$ cat src/logic/secm_pkg.sv
/*
  secm_pkg: register map, field layout, reset values and carrier types
  of the error capture and error rate monitor.
  assumes a 32-bit avalon-mm slave with byte addresses, one word per register.
*/
package secm_pkg;
  // ----------------------------------------------------------------
  // register byte offsets
  // ----------------------------------------------------------------
  localparam logic [7:0] OFS_LT_DETECT = 8'h00;
  localparam logic [7:0] OFS_LT_ENABLE = 8'h04;
  localparam logic [7:0] OFS_LT_ADDR = 8'h08;
  localparam logic [7:0] OFS_LT_DEVID = 8'h0C;
  localparam logic [7:0] OFS_LT_CTRL = 8'h10;
  localparam logic [7:0] OFS_PW_TARGET = 8'h14;
  localparam logic [7:0] OFS_PORT_DETECT = 8'h18;
  localparam logic [7:0] OFS_RATE_ENABLE = 8'h1C;
  localparam logic [7:0] OFS_CAPT_ATTR = 8'h20;
  localparam logic [7:0] OFS_CAPT0 = 8'h24;
  localparam logic [7:0] OFS_CAPT1 = 8'h28;
  localparam logic [7:0] OFS_CAPT2 = 8'h2C;
  localparam logic [7:0] OFS_CAPT3 = 8'h30;
  localparam logic [7:0] OFS_ERR_RATE = 8'h34;
  localparam logic [7:0] OFS_THRESHOLD = 8'h38;
  localparam logic [7:0] OFS_DEBUG_CTRL = 8'h3C;
  // ----------------------------------------------------------------
  // fields and reset values
  // ----------------------------------------------------------------
  localparam int CAPT_WORDS = 4;
  localparam int ATTR_VALID_BIT = 0;
  localparam int ATTR_TYPE_LSB = 24;
  localparam int ATTR_INFO_BIT = 30;
  localparam int CTRL_FTYPE_LSB = 28;
  localparam int CTRL_TTYPE_LSB = 24;
  localparam int DEBUG_MODE_BIT = 0;
  localparam logic [31:0] ZERO_WORD = 32'h0000_0000;
  localparam logic [7:0] RATE_MAX = 8'hFF;
  localparam logic [7:0] RATE_ONE = 8'h01;
  localparam logic [7:0] THRESH_RESET = 8'h00;
  localparam logic [7:0] HOP_ZERO = 8'h00;
  localparam logic [15:0] PW_TARGET_RESET = 16'h0000;
  // ----------------------------------------------------------------
  // types
  // ----------------------------------------------------------------
  typedef enum logic [1:0] {
    SECM_BUS_IDLE = 2'b01,
    SECM_BUS_ACK = 2'b10
  } secm_bus_e;
  typedef enum logic [1:0] {
    SECM_PKT_MREQ = 2'h0,
    SECM_PKT_MRSP = 2'h1,
    SECM_PKT_PWRITE = 2'h2,
    SECM_PKT_OTHER = 2'h3
  } secm_pkt_e;
  // logical/transport error event from the packet checker
  typedef struct packed {
    logic valid;
    secm_pkt_e kind;
    logic [7:0] hop_count;
    logic tt_bad;
    logic well_formed;
    logic [31:0] err_bits;
    logic [31:0] addr_field;
    logic [31:0] devid_field;
    logic [63:0] hdr_bytes;
    logic [3:0] ftype;
    logic [3:0] ttype;
  } secm_lt_evt_s;
  // transmission error event from the port
  typedef struct packed {
    logic [31:0] err_bits;
    logic is_symbol;
    logic [127:0] capt_words;
  } secm_tx_evt_s;
endpackage

$ cat src/logic/secm_monitor.sv
/*
  secm_monitor: logical/transport error capture, port-write target,
  port transmission error detect/capture and error rate threshold.
  assumes synchronous inputs on core_clk_i and an avalon-mm master
  that holds its request until waitrequest is sampled low.
*/
// The register addresses and register access over Avalon-MM were decided locally.
`timescale 1ns/10ps
// Behaviour
// - lt capture registers freeze once an enabled lt error is logged
// - only hop-zero maintenance requests, responses, port-writes are checked
// - address capture is meaningful only for malformed maintenance requests
// - invalid tt code still loads address capture from the address position
// - correctly formatted failing requests leave address, devid, control capture
// - undefined tt makes devid capture hold received bytes 3 and 4
// - control capture records ftype and the four following bits as ttype
// - port-writes go to programmed target via the lut-selected port
// - nonzero detect write bumps the rate counter when enabled
// - reaching the threshold reports the error to software
// - only enabled errors count and get captured
// - simultaneous errors encode exactly one error type
// - while capture valid is set other attribute fields are read-only
// - debug mode unlocks every attribute field for writing
// - debug mode makes first capture word writable, packet bytes 4..7
// - normally first capture word takes bytes 0..3 or the whole symbol
// - detect and capture registers are software writable for testing
// - powered-down port: registers read zero and ignore writes
// - simultaneous lt errors set several detect bits together
module secm_monitor (
  input wire logic core_clk_i,
  input wire logic reset_i,
  input wire logic [7:0] avs_address_i,
  input wire logic avs_read_i,
  input wire logic avs_write_i,
  input wire logic [31:0] avs_writedata_i,
  input wire logic [3:0] avs_byteenable_i,
  output logic [31:0] avs_readdata_o,
  output logic avs_waitrequest_o,
  input wire secm_pkg::secm_lt_evt_s lt_evt_i,
  input wire secm_pkg::secm_tx_evt_s tx_evt_i,
  input wire logic power_down_i,
  input wire logic [3:0] lut_port_i,
  output logic err_report_o,
  output logic pw_req_o,
  output logic [15:0] pw_dest_o,
  output logic [3:0] pw_port_o
);
  import secm_pkg::*;

  // ----------------------------------------------------------------
  // helpers
  // ----------------------------------------------------------------
  function automatic logic [31:0] merge_be(input logic [31:0] old_v,
                                           input logic [31:0] new_v,
                                           input logic [3:0] be);
    logic [31:0] r;
    r = old_v;
    for (int i = 0; i < 4; i++) begin
      if (be[i]) begin
        r[i*8 +: 8] = new_v[i*8 +: 8];
      end
    end
    return r;
  endfunction

  // lowest set bit wins so the encoded type is deterministic
  function automatic logic [4:0] first_err(input logic [31:0] bits);
    logic [4:0] r;
    r = 5'h00;
    for (int i = 31; i >= 0; i--) begin
      if (bits[i]) begin
        r = 5'(i);
      end
    end
    return r;
  endfunction

  // ----------------------------------------------------------------
  // bus slave
  // ----------------------------------------------------------------
  secm_bus_e bus_state_reg;
  logic [31:0] rdata_reg;
  logic wait_reg;
  logic [31:0] rd_value;
  logic wr_commit;
  logic [31:0] wr_word;

  logic [31:0] lt_detect_reg, lt_enable_reg, lt_addr_reg, lt_devid_reg, lt_ctrl_reg;
  logic [15:0] pw_target_reg;
  logic [31:0] port_detect_reg, rate_enable_reg, attr_reg;
  logic [31:0] capt_reg [CAPT_WORDS];
  logic [7:0] rate_reg, thresh_reg;
  logic debug_reg;

  function automatic logic hit(input logic [7:0] ofs);
    return avs_address_i == ofs;
  endfunction

  // writes land at the edge where waitrequest is seen low; powered down drops them
  assign wr_commit = (bus_state_reg == SECM_BUS_ACK) && avs_write_i && !power_down_i;

  always_comb begin
    rd_value = ZERO_WORD;
    wr_word = ZERO_WORD;
    case (avs_address_i)
      OFS_LT_DETECT: rd_value = lt_detect_reg;
      OFS_LT_ENABLE: rd_value = lt_enable_reg;
      OFS_LT_ADDR: rd_value = lt_addr_reg;
      OFS_LT_DEVID: rd_value = lt_devid_reg;
      OFS_LT_CTRL: rd_value = lt_ctrl_reg;
      OFS_PW_TARGET: rd_value = {16'h0000, pw_target_reg};
      OFS_PORT_DETECT: rd_value = port_detect_reg;
      OFS_RATE_ENABLE: rd_value = rate_enable_reg;
      OFS_CAPT_ATTR: rd_value = attr_reg;
      OFS_CAPT0: rd_value = capt_reg[0];
      OFS_CAPT1: rd_value = capt_reg[1];
      OFS_CAPT2: rd_value = capt_reg[2];
      OFS_CAPT3: rd_value = capt_reg[3];
      OFS_ERR_RATE: rd_value = {24'h000000, rate_reg};
      OFS_THRESHOLD: rd_value = {24'h000000, thresh_reg};
      OFS_DEBUG_CTRL: rd_value = {31'h00000000, debug_reg};
      default: rd_value = ZERO_WORD;
    endcase
    if (power_down_i) begin
      rd_value = ZERO_WORD;
    end
    wr_word = merge_be(rd_value, avs_writedata_i, avs_byteenable_i);
  end

  always_ff @(posedge core_clk_i) begin
    if (reset_i) begin
      bus_state_reg <= SECM_BUS_IDLE;
      wait_reg <= 1'b1;
      rdata_reg <= ZERO_WORD;
    end else begin
      case (bus_state_reg)
        SECM_BUS_IDLE: begin
          if (avs_read_i || avs_write_i) begin
            bus_state_reg <= SECM_BUS_ACK;
            wait_reg <= 1'b0;
            rdata_reg <= avs_read_i ? rd_value : ZERO_WORD;
          end
        end
        SECM_BUS_ACK: begin
          bus_state_reg <= SECM_BUS_IDLE;
          wait_reg <= 1'b1;
        end
        default: begin
          bus_state_reg <= SECM_BUS_IDLE;
          wait_reg <= 1'b1;
        end
      endcase
    end
  end
  assign avs_readdata_o = rdata_reg;
  assign avs_waitrequest_o = wait_reg;

  // ----------------------------------------------------------------
  // logical/transport capture
  // ----------------------------------------------------------------
  logic lt_accept, lt_locked, lt_log, lt_take_ids;
  assign lt_accept = lt_evt_i.valid && (lt_evt_i.hop_count == HOP_ZERO)
                     && (lt_evt_i.kind != SECM_PKT_OTHER);
  assign lt_locked = |(lt_detect_reg & lt_enable_reg);
  assign lt_log = lt_accept && !lt_locked && |(lt_evt_i.err_bits & lt_enable_reg);
  // well formed requests that fail leave the id captures alone
  assign lt_take_ids = lt_log
                       && !(lt_evt_i.kind == SECM_PKT_MREQ && lt_evt_i.well_formed);

  always_ff @(posedge core_clk_i) begin
    if (reset_i) begin
      lt_detect_reg <= ZERO_WORD;
    end else begin
      // hardware set wins over a software write in the same cycle
      lt_detect_reg <= (wr_commit && hit(OFS_LT_DETECT) ? wr_word : lt_detect_reg)
                       | (lt_accept && !lt_locked ? lt_evt_i.err_bits : ZERO_WORD);
    end
  end

  always_ff @(posedge core_clk_i) begin
    if (reset_i) begin
      lt_enable_reg <= ZERO_WORD;
      pw_target_reg <= PW_TARGET_RESET;
    end else if (wr_commit) begin
      if (hit(OFS_LT_ENABLE)) begin
        lt_enable_reg <= wr_word;
      end
      if (hit(OFS_PW_TARGET)) begin
        pw_target_reg <= wr_word[15:0];
      end
    end
  end

  always_ff @(posedge core_clk_i) begin
    if (reset_i) begin
      lt_addr_reg <= ZERO_WORD;
      lt_devid_reg <= ZERO_WORD;
      lt_ctrl_reg <= ZERO_WORD;
    end else if (lt_take_ids) begin
      // address position is taken as-is, even for invalid tt or reserved fields
      lt_addr_reg <= lt_evt_i.addr_field;
      lt_devid_reg <= lt_evt_i.tt_bad ? {16'h0000, lt_evt_i.hdr_bytes[39:24]}
                                      : lt_evt_i.devid_field;
      lt_ctrl_reg <= ZERO_WORD | (32'(lt_evt_i.ftype) << CTRL_FTYPE_LSB)
                     | (32'(lt_evt_i.ttype) << CTRL_TTYPE_LSB);
    end else if (wr_commit) begin
      if (hit(OFS_LT_ADDR)) begin
        lt_addr_reg <= wr_word;
      end
      if (hit(OFS_LT_DEVID)) begin
        lt_devid_reg <= wr_word;
      end
      if (hit(OFS_LT_CTRL)) begin
        lt_ctrl_reg <= wr_word;
      end
    end
  end

  // ----------------------------------------------------------------
  // port transmission errors and capture
  // ----------------------------------------------------------------
  logic [31:0] tx_enabled;
  logic capt_take, sw_bump;
  assign tx_enabled = tx_evt_i.err_bits & rate_enable_reg;
  assign capt_take = |tx_enabled && !attr_reg[ATTR_VALID_BIT] && !debug_reg;
  assign sw_bump = wr_commit && hit(OFS_PORT_DETECT) && (wr_word != ZERO_WORD)
                   && |(wr_word & rate_enable_reg);

  always_ff @(posedge core_clk_i) begin
    if (reset_i) begin
      port_detect_reg <= ZERO_WORD;
      rate_enable_reg <= ZERO_WORD;
      debug_reg <= 1'b0;
    end else begin
      port_detect_reg <= (wr_commit && hit(OFS_PORT_DETECT) ? wr_word : port_detect_reg)
                         | tx_evt_i.err_bits;
      if (wr_commit && hit(OFS_RATE_ENABLE)) begin
        rate_enable_reg <= wr_word;
      end
      if (wr_commit && hit(OFS_DEBUG_CTRL)) begin
        debug_reg <= wr_word[DEBUG_MODE_BIT];
      end
    end
  end

  always_ff @(posedge core_clk_i) begin
    if (reset_i) begin
      attr_reg <= ZERO_WORD;
    end else if (capt_take) begin
      attr_reg <= ZERO_WORD | (32'(tx_evt_i.is_symbol) << ATTR_INFO_BIT)
                  | (32'(first_err(tx_enabled)) << ATTR_TYPE_LSB)
                  | (32'h0000_0001 << ATTR_VALID_BIT);
    end else if (wr_commit && hit(OFS_CAPT_ATTR)) begin
      if (debug_reg || !attr_reg[ATTR_VALID_BIT]) begin
        attr_reg <= wr_word;
      end else begin
        attr_reg[ATTR_VALID_BIT] <= wr_word[ATTR_VALID_BIT];
      end
    end
  end

  // software loads test data only while valid is clear (or in debug)
  genvar gi;
  generate
    for (gi = 0; gi < CAPT_WORDS; gi++) begin : g_capt
      always_ff @(posedge core_clk_i) begin
        if (reset_i) begin
          capt_reg[gi] <= ZERO_WORD;
        end else if (capt_take) begin
          capt_reg[gi] <= tx_evt_i.capt_words[gi*32 +: 32];
        end else if (wr_commit && hit(8'(OFS_CAPT0 + 8'(gi*4)))
                     && (debug_reg || !attr_reg[ATTR_VALID_BIT])) begin
          capt_reg[gi] <= wr_word;
        end
      end
    end
  endgenerate

  // ----------------------------------------------------------------
  // error rate counter, threshold and reporting
  // ----------------------------------------------------------------
  logic bump;
  logic [7:0] rate_next;
  assign bump = |tx_enabled || sw_bump;
  assign rate_next = (bump && rate_reg != RATE_MAX) ? rate_reg + RATE_ONE : rate_reg;

  always_ff @(posedge core_clk_i) begin
    if (reset_i) begin
      rate_reg <= 8'h00;
      thresh_reg <= THRESH_RESET;
    end else begin
      if (wr_commit && hit(OFS_ERR_RATE)) begin
        rate_reg <= wr_word[7:0];
      end else begin
        rate_reg <= rate_next;
      end
      if (wr_commit && hit(OFS_THRESHOLD)) begin
        thresh_reg <= wr_word[7:0];
      end
    end
  end

  // report once on the step that reaches a nonzero threshold
  always_ff @(posedge core_clk_i) begin
    if (reset_i) begin
      err_report_o <= 1'b0;
      pw_req_o <= 1'b0;
      pw_dest_o <= PW_TARGET_RESET;
      pw_port_o <= 4'h0;
    end else begin
      err_report_o <= 1'b0;
      pw_req_o <= 1'b0;
      if (!(wr_commit && hit(OFS_ERR_RATE)) && thresh_reg != THRESH_RESET
          && rate_reg != thresh_reg && rate_next == thresh_reg) begin
        err_report_o <= 1'b1;
        pw_req_o <= 1'b1;
        pw_dest_o <= pw_target_reg;
        pw_port_o <= lut_port_i;
      end
    end
  end
endmodule

$ cat config.mk
export PLATFORM = sky130hd
export DESIGN_NAME = secm_monitor
export DESIGN_NICKNAME = d
export VERILOG_FILES = /design/src/logic/secm_pkg.sv /design/src/logic/secm_monitor.sv
export SDC_FILE = /design/constraint.sdc
export NUM_CORES = 1
export LEC_CHECK = 0
export ABC_AREA = 1
export BUFFER_PORTS_ARGS = -buffer_cell sky130_fd_sc_hd__buf_2
export CORE_MARGIN = 4
export CORE_UTILIZATION = 26
export DETAILED_ROUTE_END_ITERATION = 7
export PLACE_DENSITY = 0.54
export SLEW_MARGIN = 20
export SYNTH_ARGS = -nofsm -noshare
export SYNTH_HDL_FRONTEND = slang
export SYNTH_SLANG_ARGS = --single-unit
$ cat constraint.sdc
create_clock -name core_clk_i -period 3.4 [get_ports core_clk_i]
set_clock_uncertainty 0.15 [all_clocks]
set_input_delay 0.68 -clock core_clk_i [delete_from_list [all_inputs] [get_ports core_clk_i]]
set_output_delay 0.68 -clock core_clk_i [all_outputs]
set_load 0.005 [all_outputs]
After elaboration in Yosys (flattened, before gate mapping)
Memory sizes are Yosys's and may differ from the RTL's.
Cells that the tools add are included.

storage, ports and cells
  memory bits (writable) = 128
  input bits = 395
  register bits = 345
  memories kept = 1
  output and inout bits = 55
  logic and storage cells = 211

operators by class
  reductions and logical operators = 63
  multiplexer cells = 89
  equality and inequality tests = 21
  bitwise logic cells = 17
  $add $sub $neg = 1

memories
  name      words  width  read ports  clocked after memory_dff  wr ports  RTL line            RTL
  capt_reg  4      32     4           0                         4         secm_monitor.sv:91  logic [31:0] capt_reg [CAPT_WORDS];

operators with widths
  operator               count
  $mux W32               25
  $pmux W32 S16          1
  $mux W5                34
  $and A32 B32 Y32       4
  $reduce_or A32 Y1      4
  $eq A8 B6 Y1 const B   8
  $or A32 B32 Y32        2
  $mux W8                6
  $eq A8 B5 Y1 const B   4
  $or A32 B28 Y32        1
  $reduce_bool A32 Y1    1
  $logic_and A1 B1 Y1    31
  $mux W31               1
  $or A31 B29 Y31        1
  $mux W1                22
  $eq A8 B4 Y1 const B   2
  $logic_not A8 Y1       2
  $reduce_and A2 Y1      7
  $reduce_bool A2 Y1     6
  $add A8 B1 Y8 const B  1
  $eq A8 B3 Y1 const B   1
  $eq A8 B8 Y1           1
  $ne A8 B8 Y1           1
  $ne A8 B8 Y1 const B   1
  10 further kinds       24

Depth between registers and ports, before layout
  depth in word-level cells = 37
  mapped depth = 34
  gate-level depth less buffers = 34

Least setup slack after synthesis
OpenSTA, ideal clock, no wires.

  kind = input to register
  from = input avs_address_i[7]
  to = register pw_dest_o[0]
  required time = 3140 ps
  setup time = 110 ps
  path buffers = 3
  slack = -79 ps
  arrival = 3219 ps
  stages = 29
  cell sequence = nor2_2 -> nand2_2 -> nor2_4 -> nand2_2 -> inv_4 -> buf_6 -> nand2_1 -> nand4_1 -> nor2_1 -> nand2_1 -> nand3_1 -> nand2_1 -> nor2_1 -> nand2_1 -> nor2_1 -> nand2_1 -> nor2_1 -> nor2_2 -> nand2_2 -> nand2_2 -> buf_6 -> nand4_2 -> nand2_1 -> inv_2 -> nor2_2 -> buf_2 -> nand4_1 -> nand2_1 -> nor2_1

between the ends
  word-level cells in the longest chain between the ends = 12
  elaborated cells on any way between the ends = 37
  classes of those cells = eq/ne: 16; mux: 7; bitwise: 1; reduce/logical: 13

ends and longest elaborated chain
  element                                                   RTL line                                  RTL
  start, declared                                           secm_monitor.sv:32                        input wire logic [7:0] avs_address_i,
  $eq A8 B6 Y1 (tied with other cells)                      secm_monitor.sv:105                       case (avs_address_i)
  $pmux W32 S16                                             secm_monitor.sv:105
  $mux W32                                                  secm_monitor.sv:124                       if (power_down_i) begin
  $mux W8                                                   secm_monitor.sv:59                        if (be[i]) begin
  $and A32 B32 Y32 or $reduce_bool A32 Y1 (tied branches)   secm_monitor.sv:227, secm_monitor.sv:226
  $reduce_or A32 Y1 or $logic_and A1 B1 Y1 (tied branches)  secm_monitor.sv:227, secm_monitor.sv:226
  $logic_and A1 B1 Y1                                       secm_monitor.sv:227                       && |(wr_word & rate_enable_reg);
  $logic_or A1 B1 Y1                                        secm_monitor.sv:284                       assign bump = |tx_enabled || sw_bump;
  $logic_and A1 B1 Y1                                       secm_monitor.sv:285                       assign rate_next = (bump && rate_reg != RATE_MAX) ? rate_reg + RATE_ONE : rate_reg;
  $mux W8                                                   secm_monitor.sv:285
  $eq A8 B8 Y1                                              secm_monitor.sv:314                       && rate_reg != thresh_reg && rate_next == thresh_reg) begin
  $logic_and A1 B1 Y1 *                                     secm_monitor.sv:314
  end signal, assigned                                      secm_monitor.sv:317                       pw_dest_o <= pw_target_reg;
  end, declared                                             secm_monitor.sv:45                        output logic [15:0] pw_dest_o,

Mark *: on every way between the ends. The rest lies on a longest branch, timed or not.
A chain may end at the register's enable or synchronous reset.

Worst setup path after layout
  from = input avs_address_i[0]
  to = register pw_dest_o[5]

Same word-level chain as after synthesis.

==> run metrics <==
global route overflow=0; grt met2 use=0.4719; worst setup path class=input port to flop; Worst R2R End=pw_dest_o[5]; cell seen most often among critical-path stages=nand2_1; pin count of the biggest net entering global routing=111; met3 usage in global routing=0.03304; initial core utilization=0.2615; post-detailed-route wirelength per cell=23.94 um; Remaining DRCs=0; worst setup margin=-0.3820 ns; Core Rows=113; kind of end point of the critical path=flop; total setup violations reported at the end of the flow=21; via/cell ratio=4.953; global-route layer with the greatest usage=met2; cts hold-fix bufs=0; top post-synthesis cells by area=dfxtp_1 (28%), nand2_1 (20%), edfxtp_1 (15%); vias in the first global route=28.13k; number of H-tree levels=2; area enclosed by the die boundary=100400 um2; CTS max path bufs=3; TritonCTS Buffers=56; total negative setup slack=-7.573 ns; clock transition at the registers of the reported paths=0.06 ns; count of non-filler cells in the finished layout=5796; Net Count, Synth=4061; most frequent cells in the layout=nand2_1 (1206), buf_4 (463), buf_2 (396); element type at the critical path start=input port; number of antenna violations at the first check in global routing=4; max-slew violation count=0; number of DRC markers after the initial detailed-route iteration=2560; max-cap check violation count=0; Placer Congestion=1.002; endpoint of the worst hold path=lt_addr_reg[16]; Top Ports=450; flip-flop count of the largest register, all copies and words added=128; synthesis warning total=0; RSZ-0062 raised after global routing=yes; Post-Syn Area=24810 um2; Area growth, synth to finish=43.09%; Worst R2R Start=lt_enable_reg[27]; top cell type's share of synthesized area=0.2776; post-synthesis cell count=3665; number of port buffers=401; Tightest Pin Transition=1.075 ns; dominant cell type by area after synthesis=dfxtp_1; result of the run=complete, but fails checks; worst IR drop on VDD=0.3980 mV; worst endpoint data arrival time=4.22 ns; Layout fillers=10.22k; power density normalized to cell area=371.3 nW/um2; class of the most critical hold timing path=input port to flop; residual antenna-violating net count after detailed routing=0; post-route fraction of the period consumed by the critical path=1.112; Total GRT Usage=0.2656; library cell used as clock root buffer=clkbuf_16; clock tree from TritonCTS=done; proportion of synthesized flip-flops having asynchronous set or reset=0; flip-flop cell with the highest count after synthesis=dfxtp_1; required time of the critical path=3.84 ns; hold path depth=3; Avg Synthesized Cell Area=6.770 um2; final period demand of the worst path=3.782 ns; Non-Filler Cell Area, Final=35500 um2; highest achievable clock rate=264.4 MHz; failing checks=setup timing; Pre-Repair DR Iteration Count=6; final hold viol count=0; fraction of layout cells with a size suffix above 1=0.2938; clk_lat worst skew=0.67 ns; Critical-path top delay cell=nor2_4; P_leak=16.49 nW; Netlist cell types=45; core box area=94870 um2; worst hold path startpoint=lt_evt_i[120]; leading cell type in the layout, fill and taps excluded=nand2_1; number of synthesized flops with an enable pin=128; reg-to-reg slack, setup=-0.08 ns; Post-DP Area=31900 um2; largest incremental delay on the critical path=0.20 ns; clk sink count=472; worst slack after detailed placement=-1.570 ns; wirelength, routed=138700 um; cell count after placement=5612; first-pass GRT wire length=191500 um; placed wire-length estimate after detailed placement=109300 um; worst relative slew slack=0.2836; die extent in y=316.9 um; detailed-route via count=28.71k; width of the die=316.9 um; cell depth of the worst flop-to-flop path=27; layout net count=4876; sequential area share after synthesis=0.4325; met1 Track Usage GR=0.2937; register bit count reported by yosys=472; Crit Path Max Fanout=8
==> how the worst max path moves through the flow <==
stage / startpoint / to
after detailed placement: avs_address_i[6] / pw_dest_o[12]
after global placement: avs_address_i[6] / pw_dest_o[2]
after CTS: avs_address_i[7] / pw_dest_o[14]
final: avs_address_i[0] / pw_dest_o[5]
after global routing: avs_address_i[3] / pw_dest_o[6]
after floorplan: avs_address_i[0] / pw_dest_o[0]
==> synthesized netlist by cell type, types with 8 or more instances <==
| library cell | instances |
|---|---|
| nor3_1 | 10 |
| nand2_2 | 15 |
| nor2_1 | 231 |
| a21oi_1 | 286 |
| clkbuf_1 | 142 |
| buf_2 | 32 |
| inv_2 | 13 |
| o21ai_0 | 319 |
| nand3_1 | 196 |
| nand2_1 | 1298 |
| nor2_4 | 9 |
| inv_1 | 363 |
| nand4_1 | 66 |
| buf_1 | 13 |
| buf_4 | 10 |
| a22o_1 | 9 |
| o21ai_1 | 15 |
| xor2_1 | 12 |
| nor4_1 | 12 |
| edfxtp_1 | 128 |
| nor2_2 | 11 |
| a22oi_1 | 16 |
| dfxtp_1 | 344 |
| a221oi_1 | 8 |
| a31oi_1 | 56 |
| mux2_2 | 16 |
==> worst max-delay path, delay by kind of cell <==
family / cells / cell delay (ns)
simple gates: 25 / 2.49
buf+inv: 8 / 0.99
==> routing by layer <==
metal,vias up,share of wire
li1,13540,-
met1,13540,0.36
met2,1266,0.50
met3,366,0.062
met4,0,0.082
met5,-,0
==> cell families (layout without fill, tap and decap cells) <==
group / count (synthesis) / count (layout) / share of synthesized area
adder cells (fa/ha/maj): 1 / 1 / 0.0005042
flip-flops: 472 / 472 / 0.4325
XOR/XNOR: 14 / 14 / 0.004942
AND/OR/NAND/NOR: 1864 / 1864 / 0.3094
AO/OA/AOI/OAI: 718 / 718 / 0.1530
other: 0 / 4 / 0
buffers and inverters: 580 / 1442 / 0.09249
multiplexers: 16 / 16 / 0.007262
==> where the power goes <==
group	leakage (nW)	switching [W]	internal, W	total [W]
clock	0.918	0.00272	0.00348	0.00619
sequential	4.10	0.0000501	0.00585	0.00590
combinational	11.5	0.000665	0.000426	0.00109
total	16.5	0.00343	0.00975	0.0132
==> stage by stage <==
step | utilization | total power [W] | hold WS [ns]
floorplan | - | 0.006323 | 0.2909
global placement | 0.3362 | 0.007020 | 0.2982
detailed placement | 0.3362 | 0.007024 | 0.3011
CTS | 0.3706 | 0.01322 | 0.1059
global route | 0.3742 | 0.01351 | 0.1374
finish | 0.3742 | 0.01318 | 0.1272
==> area by class of cell <==
| class | instances | area, um2 | share of cell area |
|---|---|---|---|
| Antenna cell | 4 | 10.01 | 0.0002819 |
| Tap cell | 1265 | 1583 | 0.04458 |
| Multi-Input combinational cell | 2613 | 12760 | 0.3596 |
| Clock buffer | 80 | 1614 | 0.04546 |
| Sequential cell | 472 | 10730 | 0.3022 |
| Timing Repair Buffer | 959 | 7129 | 0.2008 |
| Clock inverter | 25 | 229.0 | 0.006450 |
| Inverter | 378 | 1441 | 0.04060 |
==> repair_timing <==
item,in CTS,in global routing
setup endpoints to repair,29,75
buffers inserted,69,10
pin swaps,68,65
gates cloned,0,2
gates resized for setup,224,84
Note: power is estimated with default switching activity, not from simulation.
